`config.mk`:
```
export PLATFORM = sky130hd
export DESIGN_NAME = acl_regbank
export DESIGN_NICKNAME = d
export VERILOG_FILES = /design/src/acl_pkg.sv /design/src/acl_i2c_target.sv /design/src/acl_regbank.sv
export SDC_FILE = /design/constraint.sdc
export NUM_CORES = 1
export LEC_CHECK = 0
export BUFFER_PORTS_ARGS = -buffer_cell sky130_fd_sc_hd__buf_2
export CAP_MARGIN = 10
export CELL_PAD_IN_SITES_DETAIL_PLACEMENT = 1
export CELL_PAD_IN_SITES_GLOBAL_PLACEMENT = 1
export CORE_ASPECT_RATIO = 1.1
export CORE_MARGIN = 3
export CORE_UTILIZATION = 30
export CTS_CLUSTER_SIZE = 30
export DETAILED_ROUTE_END_ITERATION = 10
export GPL_ROUTABILITY_DRIVEN = 0
export GPL_TIMING_DRIVEN = 1
export PLACE_DENSITY = 0.65
export SETUP_SLACK_MARGIN = 0.15
export SKIP_LAST_GASP = 1
export SYNTH_ARGS = -nofsm -noshare
export SYNTH_HDL_FRONTEND = slang
export SYNTH_SLANG_ARGS = --single-unit
```
`constraint.sdc`:
```
create_clock -name i_clk -period 2.1 [get_ports i_clk]
set_input_delay 0.42 -clock i_clk [delete_from_list [all_inputs] [get_ports i_clk]]
set_output_delay 0.42 -clock i_clk [all_outputs]
set_load 0.01 [all_outputs]
```
`src/acl_pkg.sv`:
```
// Shared constants, types and field layouts of the amplifier control and status bank.
// Assumes a single 100 MHz core clock and byte-wide registers behind an I2C target.
package acl_pkg;

   // Register offsets (byte addresses on the I2C register pointer)
   localparam logic [7:0] ACL_OFS_ACDIAG_LOW = 8'h1E;
   localparam logic [7:0] ACL_OFS_MISC3 = 8'h21;
   localparam logic [7:0] ACL_OFS_CLIP_CTRL = 8'h22;
   localparam logic [7:0] ACL_OFS_CLIP_WIN = 8'h23;
   localparam logic [7:0] ACL_OFS_CLIP_FLAGS = 8'h24;
   localparam logic [7:0] ACL_OFS_ILIM_FLAGS = 8'h25;
   localparam logic [7:0] ACL_OFS_MISC4 = 8'h26;

   // Reset values
   localparam logic [7:0] ACL_RST_MISC3 = 8'h00;
   localparam logic [7:0] ACL_RST_CLIP_CTRL = 8'h01;
   localparam logic [7:0] ACL_RST_CLIP_WIN = 8'h14;
   localparam logic [7:0] ACL_RST_MISC4 = 8'h40;
   localparam logic [7:0] ACL_ZERO = 8'h00;

   // Field positions in the third miscellaneous control register
   localparam int ACL_B_CLEAR_FAULT = 7;
   localparam int ACL_B_PB_SRC = 6;
   localparam int ACL_B_ILIM_MASK = 5;
   localparam int ACL_B_MISC3_RSVD = 4;
   localparam int ACL_B_OT_AUTO = 3;
   // Clip detect enable in the clip control register
   localparam int ACL_B_CLIP_EN = 0;
   // High-pass corner field and the writable upper part of misc control 4
   localparam int ACL_HPF_MSB = 2;
   localparam int ACL_M4_UP_LSB = 3;

   // Switching frequency multiples of the sample rate
   localparam logic [5:0] ACL_FSW_8 = 6'h08;
   localparam logic [5:0] ACL_FSW_10 = 6'h0A;
   localparam logic [5:0] ACL_FSW_38 = 6'h26;
   localparam logic [5:0] ACL_FSW_44 = 6'h2C;
   localparam logic [5:0] ACL_FSW_48 = 6'h30;

   // Switching frequency selection codes
   typedef enum logic [2:0] {
      ACL_SW_8FS = 3'h0,
      ACL_SW_10FS = 3'h1,
      ACL_SW_38FS = 3'h2,
      ACL_SW_44FS = 3'h3,
      ACL_SW_48FS = 3'h4
   } acl_swsel_e;

   // Raw analog event indications, carried together through the synchroniser
   typedef struct packed {
      logic overtemp;
      logic [1:0] clip;
      logic [1:0] ilim;
   } acl_sense_s;

   // Register write strobe from the I2C target
   typedef struct packed {
      logic wr;
      logic [7:0] addr;
      logic [7:0] data;
   } acl_wr_s;

endpackage

```
`src/acl_i2c_target.sv`:
```
// I2C target: device address match, register pointer, auto-incrementing reads and writes.
// Assumes SCL and SDA arrive asynchronously and are far slower than the core clock.
`timescale 1ns/1ns
`default_nettype none
module acl_i2c_target #(
   parameter logic [6:0] DEV_ADDR = 7'h35 // Arbitrary target address
)(
   input wire logic i_clk,
   input wire logic i_rstn,
   input wire logic i_scl,
   input wire logic i_sda,
   output logic o_sda_o,
   output logic o_sda_oe,
   output acl_pkg::acl_wr_s o_wr,
   output logic [7:0] o_ptr,
   input wire logic [7:0] i_rdata
);
   typedef enum logic [2:0] {
      ACL_ST_IDLE = 3'h0,
      ACL_ST_ADDR = 3'h1,
      ACL_ST_PTR = 3'h2,
      ACL_ST_WR = 3'h3,
      ACL_ST_RD = 3'h4
   } acl_i2c_e;

   logic [1:0] scl_q, sda_q; // Two-stage synchronisers, stage 0 read only by stage 1
   logic scl_d, sda_d; // Previous synchronised values for edge detection
   acl_i2c_e st_r;
   logic [2:0] cnt_r;
   logic [7:0] sh_r, tx_r, ptr_r;
   logic full_r, ack_r, drv_ack_r;
   acl_pkg::acl_wr_s wr_r;

   wire scl_s = scl_q[1];
   wire sda_s = sda_q[1];
   wire start_c = scl_s & scl_d & sda_d & ~sda_s;
   wire stop_c = scl_s & scl_d & ~sda_d & sda_s;
   wire rise_c = scl_s & ~scl_d;
   wire fall_c = ~scl_s & scl_d;
   wire match_c = (sh_r[7:1] == DEV_ADDR);

   // Synchronise the bus pins before anything looks at them
   always_ff @(posedge i_clk)
   begin
      scl_q <= {scl_q[0], i_scl};
      sda_q <= {sda_q[0], i_sda};
      scl_d <= scl_s;
      sda_d <= sda_s;
   end

   // Byte engine; start and stop win over any bit activity
   always_ff @(posedge i_clk)
   begin
      wr_r.wr <= 1'b0;
      if (!i_rstn)
      begin
         st_r <= ACL_ST_IDLE;
         cnt_r <= 3'h0;
         sh_r <= 8'h00;
         tx_r <= 8'hFF;
         ptr_r <= 8'h00;
         full_r <= 1'b0;
         ack_r <= 1'b0;
         drv_ack_r <= 1'b0;
         wr_r <= '0;
      end
      else if (start_c || stop_c)
      begin
         st_r <= start_c ? ACL_ST_ADDR : ACL_ST_IDLE;
         cnt_r <= 3'h0;
         full_r <= 1'b0;
         ack_r <= 1'b0;
         drv_ack_r <= 1'b0;
         tx_r <= 8'hFF;
      end
      else if (rise_c && st_r != ACL_ST_IDLE)
      begin
         if (ack_r)
         begin
            // Controller NACK after a read byte ends the read
            if (st_r == ACL_ST_RD && sda_s)
               st_r <= ACL_ST_IDLE;
         end
         else
         begin
            sh_r <= {sh_r[6:0], sda_s};
            cnt_r <= cnt_r + 3'h1;
            full_r <= (cnt_r == 3'h7);
         end
      end
      else if (fall_c && st_r != ACL_ST_IDLE)
      begin
         if (full_r)
         begin
            // Eighth bit done: enter the acknowledge slot
            full_r <= 1'b0;
            ack_r <= 1'b1;
            drv_ack_r <= 1'b0;
            tx_r <= 8'hFF;
            unique case (st_r)
               ACL_ST_ADDR:
               begin
                  drv_ack_r <= match_c;
                  st_r <= !match_c ? ACL_ST_IDLE : (sh_r[0] ? ACL_ST_RD : ACL_ST_PTR);
               end
               ACL_ST_PTR:
               begin
                  drv_ack_r <= 1'b1;
                  ptr_r <= sh_r;
                  st_r <= ACL_ST_WR;
               end
               ACL_ST_WR:
               begin
                  drv_ack_r <= 1'b1;
                  wr_r <= '{wr: 1'b1, addr: ptr_r, data: sh_r};
                  ptr_r <= ptr_r + 8'h01;
               end
               ACL_ST_RD: ;
               ACL_ST_IDLE: ;
            endcase
         end
         else if (ack_r)
         begin
            // Leaving the acknowledge slot; a read loads the next byte
            ack_r <= 1'b0;
            drv_ack_r <= 1'b0;
            if (st_r == ACL_ST_RD)
            begin
               tx_r <= i_rdata;
               ptr_r <= ptr_r + 8'h01;
            end
         end
         else if (st_r == ACL_ST_RD)
            tx_r <= {tx_r[6:0], 1'b1};
      end
   end

   // Open-drain: only ever pull low
   assign o_sda_o = 1'b0; // RL17
   assign o_sda_oe = drv_ack_r | (st_r == ACL_ST_RD && !ack_r && !tx_r[7]);
   assign o_wr = wr_r;
   assign o_ptr = ptr_r;

endmodule // acl_i2c_target
`default_nettype wire

```
`src/acl_regbank.sv`:
```
// Control and status register bank of a two-channel class-D amplifier, reached over I2C.
// Assumes analog event inputs are asynchronous; mode inputs come from core-clock logic.
// Overview of operation
// (RL1) Writing one to fault-clear bit clears faults
// (RL2) Bit six picks normal or swapped bridge source
// (RL3) Bit five masks current-limit warnings off warn pin
// (RL4) Bit three chooses latched or self-recovering overtemperature
// (RL5) Clip detection enable bit, reset enabled
// (RL6) Eight-bit clip window register, resets 0x14
// (RL7) Per-channel read-only clip flags
// (RL8) Per-channel read-only current-limit flags
// (RL9) Three-bit high-pass corner field, register resets 0x40
// (RL10) Read-only diagnostic secondary report low byte
// (RL11) Switching frequency 38/44/48 or 8/10 fs
// (RL12) Bridged channels in unequal states raise fault
// (RL13) Bridge mode changes only in standby
// (RL14) Load diagnostics allowed in bridge mode
// (RL15) Host selects line-driver mode via register zero; this bank does not map register zero
// (RL16) Host configures, clears, checks faults, then plays
// (RL17) I2C target only, at most 400 kHz
// (RL18) Fault-clear bit self-clears after the clear
`timescale 1ns/1ns
`default_nettype none
module acl_regbank #(
   parameter logic [6:0] DEV_ADDR = 7'h35, // Arbitrary target address
   parameter int CH_STATE_W = 2 // Width of a channel state code
)(
   input wire logic i_clk,
   input wire logic i_rstn,
   input wire logic i_scl, // I2C clock pin
   input wire logic i_sda, // I2C data pin, input side
   output logic o_sda_o, // I2C data output level (always low)
   output logic o_sda_oe, // High while pulling SDA low
   input wire logic i_overtemp, // Async overtemperature shutdown condition
   input wire logic [1:0] i_clip_raw, // Async per-channel clip indications
   input wire logic [1:0] i_ilim_raw, // Async per-channel current-limit events
   input wire logic i_ac_diag_valid, // Diagnostic result strobe
   input wire logic [7:0] i_ac_diag_low, // Diagnostic secondary report low byte
   input wire logic i_standby, // Device is in standby
   input wire logic i_parallel_bridge_mode_req, // Requested bridge mode
   input wire logic [CH_STATE_W-1:0] i_ch1_state, // Channel one state
   input wire logic [CH_STATE_W-1:0] i_ch2_state, // Channel two state
   input wire logic [2:0] i_sw_freq_sel, // Switching frequency code
   input wire logic i_diag_req, // Load diagnostic request pulse
   output logic o_diag_start, // Load diagnostic start pulse
   output logic [5:0] o_sw_freq_mult, // Switching frequency as multiple of fs
   output logic o_parallel_bridge_mode, // Bridge mode in force
   output logic o_parallel_bridge_source_sel, // Swapped bridge source
   output logic [2:0] o_highpass_corner_sel, // High-pass corner code
   output logic [7:0] o_clip_window, // Window used by clip detection
   output logic o_fault_n, // Fault pin, low while any fault latched
   output logic o_warn_n, // Warn pin, low while a warning shows
   output logic o_otsd_latched, // Overtemperature shutdown in force
   output logic o_parallel_bridge_mode_fault // Bridged channel state mismatch
);
   // Switching frequency decode; illegal codes fall back to 44 fs
   function automatic logic [5:0] fsw_mult(input logic [2:0] sel);
      unique case (sel)
         acl_pkg::ACL_SW_8FS: fsw_mult = acl_pkg::ACL_FSW_8;
         acl_pkg::ACL_SW_10FS: fsw_mult = acl_pkg::ACL_FSW_10;
         acl_pkg::ACL_SW_38FS: fsw_mult = acl_pkg::ACL_FSW_38;
         acl_pkg::ACL_SW_48FS: fsw_mult = acl_pkg::ACL_FSW_48;
         default: fsw_mult = acl_pkg::ACL_FSW_44;
      endcase
   endfunction

   acl_pkg::acl_wr_s wr; // Write strobe from the I2C target
   logic [7:0] ptr; // Current register pointer
   logic [7:0] rdata; // Read data for the pointer
   acl_pkg::acl_sense_s sense_q0, sense_s; // Event synchroniser stages
   logic [7:0] misc3_r, clip_ctrl_r, clip_win_r, misc4_r, acd_r;
   logic clr_pend_r; // Fault-clear command pending
   logic otsd_r, parallel_bridge_mode_fault_r, parallel_bridge_mode_mode_r;
   logic [1:0] clip_flags_r, ilim_flags_r;
   logic [7:0] clip_cnt_r [2]; // Per-channel clip persistence counters
   logic [1:0] clip_hit; // Clip persisted for the window
   logic warn_r, diag_r;
   logic [5:0] fsw_r;

   acl_i2c_target #(
      .DEV_ADDR(DEV_ADDR)
   ) u_i2c (
      .i_clk(i_clk),
      .i_rstn(i_rstn),
      .i_scl(i_scl),
      .i_sda(i_sda),
      .o_sda_o(o_sda_o),
      .o_sda_oe(o_sda_oe),
      .o_wr(wr),
      .o_ptr(ptr),
      .i_rdata(rdata)
   );

   // Address decode of the write strobe
   wire wr_m3 = wr.wr && wr.addr == acl_pkg::ACL_OFS_MISC3;
   wire wr_cc = wr.wr && wr.addr == acl_pkg::ACL_OFS_CLIP_CTRL;
   wire wr_cw = wr.wr && wr.addr == acl_pkg::ACL_OFS_CLIP_WIN;
   wire wr_m4 = wr.wr && wr.addr == acl_pkg::ACL_OFS_MISC4;
   wire wr_clr = wr_m3 && wr.data[acl_pkg::ACL_B_CLEAR_FAULT];
   wire ot_auto = misc3_r[acl_pkg::ACL_B_OT_AUTO];
   wire ilim_mask = misc3_r[acl_pkg::ACL_B_ILIM_MASK];
   wire clip_en = clip_ctrl_r[acl_pkg::ACL_B_CLIP_EN];
   wire ch_mismatch = parallel_bridge_mode_mode_r && (i_ch1_state != i_ch2_state);

   // Read view: fault-clear bit shows one only while the clear is pending
   wire [7:0] misc3_rd = {clr_pend_r, misc3_r[6:0]};
   wire [7:0] clip_rd = {6'h00, clip_flags_r};
   wire [7:0] ilim_rd = {6'h00, ilim_flags_r};
   assign rdata = (ptr == acl_pkg::ACL_OFS_MISC3) ? misc3_rd :
                  (ptr == acl_pkg::ACL_OFS_CLIP_CTRL) ? clip_ctrl_r :
                  (ptr == acl_pkg::ACL_OFS_CLIP_WIN) ? clip_win_r :
                  (ptr == acl_pkg::ACL_OFS_CLIP_FLAGS) ? clip_rd : // RL7
                  (ptr == acl_pkg::ACL_OFS_ILIM_FLAGS) ? ilim_rd : // RL8
                  (ptr == acl_pkg::ACL_OFS_MISC4) ? misc4_r :
                  (ptr == acl_pkg::ACL_OFS_ACDIAG_LOW) ? acd_r : // RL10
                  acl_pkg::ACL_ZERO; // Unmapped reads return zero

   // Analog events are asynchronous; two flops before any use
   always_ff @(posedge i_clk)
   begin
      sense_q0 <= '{overtemp: i_overtemp, clip: i_clip_raw, ilim: i_ilim_raw};
      sense_s <= sense_q0;
   end

   // Writable control registers; reserved low bits of misc3 stay zero
   always_ff @(posedge i_clk)
   begin
      if (!i_rstn)
      begin
         misc3_r <= acl_pkg::ACL_RST_MISC3;
         clip_ctrl_r <= acl_pkg::ACL_RST_CLIP_CTRL; // RL5
         clip_win_r <= acl_pkg::ACL_RST_CLIP_WIN; // RL6
         misc4_r <= acl_pkg::ACL_RST_MISC4; // RL9
      end
      else
      begin
         if (wr_m3)
            misc3_r <= {1'b0, wr.data[acl_pkg::ACL_B_PB_SRC:acl_pkg::ACL_B_OT_AUTO], 3'h0};
         if (wr_cc)
            clip_ctrl_r <= {7'h00, wr.data[acl_pkg::ACL_B_CLIP_EN]}; // RL5
         if (wr_cw)
            clip_win_r <= wr.data; // RL6
         if (wr_m4)
            misc4_r <= wr.data; // RL9
      end
   end

   // One-shot fault clear: pending for one cycle, then reads back zero
   always_ff @(posedge i_clk)
   begin
      if (!i_rstn)
         clr_pend_r <= 1'b0;
      else
         clr_pend_r <= wr_clr; // RL18
   end

   // Clip persistence: a clip counts once it has lasted the window length
   for (genvar c = 0; c < 2; c++)
   begin : g_clip
      assign clip_hit[c] = sense_s.clip[c] && (clip_cnt_r[c] >= clip_win_r); // RL6
      always_ff @(posedge i_clk)
      begin
         if (!i_rstn || !sense_s.clip[c] || !clip_en)
            clip_cnt_r[c] <= 8'h00;
         else if (clip_cnt_r[c] != 8'hFF)
            clip_cnt_r[c] <= clip_cnt_r[c] + 8'h01;
      end
   end

   // Sticky status; a new event in the clear cycle wins over the clear
   always_ff @(posedge i_clk)
   begin
      if (!i_rstn)
      begin
         clip_flags_r <= 2'h0;
         ilim_flags_r <= 2'h0;
         otsd_r <= 1'b0;
         parallel_bridge_mode_fault_r <= 1'b0;
         acd_r <= acl_pkg::ACL_ZERO;
      end
      else
      begin
         clip_flags_r <= (clr_pend_r ? 2'h0 : clip_flags_r) | (clip_en ? clip_hit : 2'h0); // RL7
         ilim_flags_r <= (clr_pend_r ? 2'h0 : ilim_flags_r) | sense_s.ilim; // RL8
         // Auto mode drops the shutdown once the condition is gone
         otsd_r <= sense_s.overtemp | (otsd_r & ~clr_pend_r & ~ot_auto); // RL4 RL1
         parallel_bridge_mode_fault_r <= ch_mismatch | (parallel_bridge_mode_fault_r & ~clr_pend_r); // RL12 RL1
         if (i_ac_diag_valid)
            acd_r <= i_ac_diag_low; // RL10
      end
   end

   // Bridge mode follows the request only in standby; diagnostics run in either mode
   always_ff @(posedge i_clk)
   begin
      if (!i_rstn)
      begin
         parallel_bridge_mode_mode_r <= 1'b0;
         diag_r <= 1'b0;
         fsw_r <= acl_pkg::ACL_FSW_44;
         warn_r <= 1'b0;
      end
      else
      begin
         if (i_standby)
            parallel_bridge_mode_mode_r <= i_parallel_bridge_mode_req; // RL13
         diag_r <= i_diag_req; // RL14
         fsw_r <= fsw_mult(i_sw_freq_sel); // RL11
         warn_r <= (|clip_flags_r) | ((|ilim_flags_r) & ~ilim_mask); // RL3
      end
   end

   assign o_diag_start = diag_r;
   assign o_sw_freq_mult = fsw_r;
   assign o_parallel_bridge_mode = parallel_bridge_mode_mode_r;
   assign o_parallel_bridge_source_sel = misc3_r[acl_pkg::ACL_B_PB_SRC]; // RL2
   assign o_highpass_corner_sel = misc4_r[acl_pkg::ACL_HPF_MSB:0]; // RL9
   assign o_clip_window = clip_win_r;
   assign o_fault_n = ~(otsd_r | parallel_bridge_mode_fault_r);
   assign o_warn_n = ~warn_r;
   assign o_otsd_latched = otsd_r;
   assign o_parallel_bridge_mode_fault = parallel_bridge_mode_fault_r;
endmodule // acl_regbank
`default_nettype wire

```
==> reports/results.ini, run 1 <==
[outcome]
status = finished clean

[setup_path]
crit_chain = or4b_4 > a2111oi_4 > buf_4 > a21oi_2 > a2111oi_2 > o31ai_1
worstPathRequired_ns = 2.40
path_class = reg2reg
cp_slowest_cell = or4b_4
max_stage_delay_ns = 0.60
end_kind = register
crit_fanout = 5
worstPathArrival_ns = 2.32
cp-start-kind = register

[clock_tree]
clock_sinks = 126
clock_path_buffers = 2
clk_pin_slew_worst_paths_ns = 0.06
cts_tree = built
h-tree-depth = 4
cts_root_buf = clkbuf_16
clock_latency_ns = 0.42
cts_made_buffers = 17

[route]
drt-vias-per-instance = 5.14
dr.first_iter.drc_count = 292
vias = 5064
firstDrtPassIters = 4
drcViolationCount = 0
finalWirelength_um = 17700
wire_per_inst_um = 18.0
postRouteAntennaNets = 0

[layout]
area_growth_pct = 24.1
n_antenna_cell = 0
drive_above_1_share_pct = 21.4
fillers = 2222
fin_nets = 778

[grt]
grt_max_degree = 54
grt_pass1_vias = 5303
antenna_found_initial = 0
grt_overflow_total = 0
grt_pass1_wl_um = 28400
grt_usage_pct = 16.7

[place]
port_buffers = 51
dp_hpwl_um = 13000

[logic_synthesis]
synth_warnings = 0
syn_area_per_cell_um2 = 9.00
yosysSeqAreaShare_pct = 45.3
synth_common_cells = dfxtp_1, nand2_1, nor2_1
ys_ff_latch = 126
synthCells = 659
synth_top_area_share_pct = 37.1
synth-edff-count = 16
synth_area_um2 = 5930
post-synth-top-count-cell = dfxtp_1
synth_flop_cell = dfxtp_1
ys_async_sr_fraction_pct = 0
yosys.cell_types.count = 65
ys_top_cells_by_area = dfxtp_1, edfxtp_1, mux2i_1
yosysTopAreaCell = dfxtp_1

[floorplan]
die_area_um2 = 21500
io_pins = 54
initial_core_util_pct = 30.8
die_w_um = 140
num_rows = 53
die_h_um = 153
core_um2 = 19200

[timing]
rsz0062_at_grt = true
drv_slew = 0
max_freq_mhz = 495
report.final.hold_viol_count = 0
worst_pin_slew_ns = 0.514
worst_clock_skew_ns = 0.00829
slew_headroom_pct = 65.6
fin_setup_tns_ns = 0
min_period_ns = 2.02
setup_viol = 0
min_period_over_period_pct = 96.2

[min_path]
holdCritPathClass = in2reg

[power_and_ir_drop]
power.density_nw_per_um2 = 781
peakVddDrop_v = 0.000552
leakage_uw = 0.00298
total_power_uw = 5740

[job]
drv_cap = 0

cell usage in the layout, fill, tap and decap left out, types with 4 or more instances in the layout:
master / netlist / routed
o21ai_0: 20 / 20
or2_2: 4 / 4
a21oi_2: 0 / 4
nand2b_1: 5 / 5
dfxtp_1: 110 / 103
nand2_1: 73 / 73
inv_1: 22 / 22
buf_4: 5 / 35
nor2_1: 69 / 68
nand4_1: 13 / 13
edfxtp_1: 16 / 16
a211oi_1: 4 / 4
xnor2_1: 7 / 7
a21oi_1: 51 / 47
buf_2: 1 / 51
nor4bb_1: 4 / 4
o31ai_1: 7 / 6
nor3_1: 6 / 6
dfxtp_2: 0 / 6
mux2i_1: 33 / 33
nand3_1: 31 / 31
a2111oi_4: 1 / 4
a21o_1: 6 / 6
ha_1: 24 / 23
xor2_1: 12 / 12
clkbuf_8: 0 / 5
and3_1: 16 / 14
nor2b_1: 14 / 13
clkbuf_16: 0 / 17
final cells by class:
| type | instances | area (µm²) | area share, % |
|---|---|---|---|
| Sequential cell | 126 | 2690 | 36.6 |
| Inverter | 23 | 86.3 | 1.17 |
| Multi-Input combinational cell | 469 | 3080 | 41.9 |
| Timing Repair Buffer | 89 | 569 | 7.74 |
| Clock buffer | 25 | 505 | 6.87 |
| Tap cell | 247 | 309 | 4.20 |
| Clock inverter | 6 | 106 | 1.45 |
path summary, 6_finish.rpt:
path                        from        endpoint  slack (ns)  depth (start not counted)
setup / recovery  u_i2c.o_ptr[7]   u_i2c.tx_r[6]        0.08                          6
hold / removal             i_sda  u_i2c.sda_q[0]         0.1                          1
setup reg to reg  u_i2c.o_ptr[7]   u_i2c.tx_r[6]        0.08                          6
hold reg to reg   u_i2c.scl_q[0]  u_i2c.scl_q[1]        0.33                          0
power by group:
group / internal, µW / total (µW) / leakage [µW] / switching, µW
Sequential: 2480 / 2500 / 0.00110 / 25.6
Clock: 2010 / 3060 / 0.000304 / 1050
Combinational: 71.3 / 177 / 0.00158 / 106
critical path: cells and delay by family, from the launching register on:
family / cells / cell delay (ns)
buf+inv: 1 / 0.21
simple gates: 1 / 0.60
compound gates: 4 / 0.74
flops: 1 / 0.36
flip-flops by register name, indices dropped and copies added, names as in the netlist, 8 cells and up:
name,cells
acd_r,8
clip_cnt_r,16
misc4_r,8
o_clip_window,8
u_i2c.o_ptr,8
u_i2c.o_wr,17
u_i2c.sh_r,8
u_i2c.tx_r,8
kinds of logic (layout without fill, tap and decap cells):
logic type                 Yosys count  count (layout)  share of synthesized area [%]
adders and majority gates           24              24                           5.07
DFF                                126             126                           45.3
other                                1               2                         0.0633
and+or+nand+nor                    265             265                           22.5
xor gates and xnor gates            19              19                           2.81
AOI/OAI and AO/OA                  126             126                           13.9
muxes                               33              33                           5.57
buffers and inverters               65             143                           4.83
through the flow:
step	util, %	setup WS, ns	area (µm²)	cells	hold slack [ns]
2_1_floorplan	-	0.0169	5930	660	0.310
3_3_place_gp	34.2	0.180	6570	949	0.310
3_5_place_dp	34.2	0.0623	6570	949	0.313
4_1_cts	37.5	0.149	7210	980	0.0791
5_1_grt	38.2	0.0462	7350	985	0.0755
6_report	38.2	0.0794	7350	985	0.0971
repair_timing:
item                                    4_1_cts  5_1_grt
hold buffers                                  0        0
endpoints found under the setup margin        6       13
pin swaps                                     0       16
cloned                                        0        0
gates resized for setup                       9       25
buffers inserted                              0        5
per-layer routing:
| metal | global-route usage (%) | vias to the layer above | share of wire [%] |
|---|---|---|---|
| met5 | 0 | - | 0 |
| met4 | 5.45 | 0 | 1.6 |
| met3 | 3.97 | 24 | 3.6 |
| met2 | 28.9 | 78 | 51 |
| met1 | 20.4 | 2493 | 44 |
| li1 | - | 2469 | - |
No activity file was read; power rests on OpenSTA's default activity.
==> inputs of run 2 (changes only) <==
- REMOVE_ABC_BUFFERS: unset -> 1
==> run 2 against run 1 <==
Global-route usage is 0.18 points higher. Power shrank 3.2%. Sequential power about the same. Largest power group unchanged. Critical path depth is the same. First-iteration DRC count decreased by 1.4%. Worst setup slack gained 0.0092 ns. Routed wire length grew 0.41%. Utilization decreased by 0.46 points.
==> reports/results.ini, run 2 (synthesized netlist as in run 1, its figures left out) <==
[outcome]
status = finished clean

[grt]
grt_usage_pct = 16.9
grt_pass1_vias = 5372
grt_max_degree = 33
grt_overflow_total = 0
antenna_found_initial = 0
grt_pass1_wl_um = 28700

[route]
finalWirelength_um = 17800
vias = 5094
firstDrtPassIters = 4
drt-vias-per-instance = 5.17
wire_per_inst_um = 18.0
dr.first_iter.drc_count = 288
postRouteAntennaNets = 0
drcViolationCount = 0

[timing]
slew_headroom_pct = 58.7
worst_pin_slew_ns = 0.619
max_freq_mhz = 497
rsz0062_at_grt = true
worst_clock_skew_ns = 0.00907
fin_setup_tns_ns = 0
min_period_over_period_pct = 95.8
drv_slew = 0
report.final.hold_viol_count = 0
setup_viol = 0
min_period_ns = 2.01

[power_and_ir_drop]
total_power_uw = 5550
leakage_uw = 0.00294
peakVddDrop_v = 0.000577
power.density_nw_per_um2 = 764

[place]
port_buffers = 51
dp.cells = 953
placed_area_um2 = 6590
dp_hpwl_um = 13300

[layout]
ff_latch_area_um2 = 2690
n_antenna_cell = 0
drive_above_1_share_pct = 21.2
fillers = 2233
final_common_cell = dfxtp_1
area_growth_pct = 22.6
fin_cells = 986
final_area_um2 = 7270
largest_reg_flops = 17
multi_input_area_um2 = 3050
fin_nets = 778
layout_common_cells = dfxtp_1, nand2_1, nor2_1, buf_2, a21oi_1

[setup_path]
path_class = reg2reg
cp-start-kind = register
end_kind = register
reg2reg_depth = 6
worstPathArrival_ns = 2.32
r2r_start = u_i2c.o_ptr[4]
r2r_end = u_i2c.tx_r[4]
crit_fanout = 5
worstPathRequired_ns = 2.40
rrSetupSlack_ns = 0.09

[floorplan]
die_w_um = 140
core_um2 = 19200
die_h_um = 153
io_pins = 54
num_rows = 53
initial_core_util_pct = 30.8
die_area_um2 = 21500

[clock_tree]
clock_sinks = 126
clock_path_buffers = 2
h-tree-depth = 4
hold_buffers = 0
cts_root_buf = clkbuf_16
clk_pin_slew_worst_paths_ns = 0.06
cts_tree = built
cts_made_buffers = 17
clock_latency_ns = 0.43

[min_path]
holdCritPathClass = in2reg
holdCritStartpoint = i_sda
whs_path_depth = 1
hold-path-endpoint = u_i2c.sda_q[0]

[job]
drv_cap = 0

run 2: cell types whose count changed in the layout (fill, tap and decap cells not counted), sizes merged:
cell	previous run	this run
bufinv	3	1
clkbuf	25	20
clkinvlp	0	4
clkinv	2	3
inv	24	27
run 2: per-stage QoR:
stage / hold slack (ns) / setup slack, ns / utilization (%)
2_1_floorplan: 0.310 / 0.0201 / -
3_3_place_gp: 0.311 / 0.0764 / 34.2
3_5_place_dp: 0.315 / -0.0417 / 34.2
4_1_cts: 0.0761 / 0.147 / 37.5
5_1_grt: 0.0734 / 0.0342 / 37.8
6_report: 0.0925 / 0.0886 / 37.8
run 2: report_power, final:
part	switching, µW	leakage [µW]	total [µW]	internal, µW
Sequential	25.7	0.00110	2500	2480
Combinational	109	0.00157	180	70.5
Clock	1150	0.000276	2870	1720
run 2: per-layer routing:
layer | share of wire, % | GRT usage (%) | vias up
li1 | - | - | 2468
met1 | 42 | 19.0 | 2483
met2 | 51 | 29.9 | 98
met3 | 3.6 | 4.51 | 45
met4 | 3.8 | 7.25 | 0
met5 | 0 | 0 | -
run 2: how the worst max path moves through the flow:
stage                     to           start  slack, ns
2_1_floorplan  u_i2c.sh_r[0]   u_i2c.st_r[1]       0.02
3_3_place_gp   u_i2c.tx_r[3]  u_i2c.o_ptr[4]       0.08
3_5_place_dp   u_i2c.tx_r[4]  u_i2c.o_ptr[4]      -0.04
4_1_cts        u_i2c.tx_r[7]  u_i2c.o_ptr[4]       0.15
5_1_grt        u_i2c.tx_r[5]  u_i2c.o_ptr[4]       0.03
6_report       u_i2c.tx_r[4]  u_i2c.o_ptr[4]       0.09
run 2: area by class of cell:
class,instances,share of cell area [%]
Tap cell,247,4.25
Multi-Input combinational cell,469,42.0
Clock inverter,12,1.50
Sequential cell,126,37.0
Timing Repair Buffer,89,7.61
Inverter,23,1.19
Clock buffer,20,6.42
run 2: critical path, cell delays in order (launching register included):
cell	delay, ns
dfxtp_2	0.32
or4b_4	0.59
a2111oi_4	0.28
buf_4	0.19
a21oi_1	0.06
a2111oi_2	0.32
o31ai_1	0.13
run 2: repair_timing:
action                                  CTS  global route
endpoints found under the setup margin    8            12
setup buffers                             0             1
pin swaps                                 5             3
resized for setup                        14            11
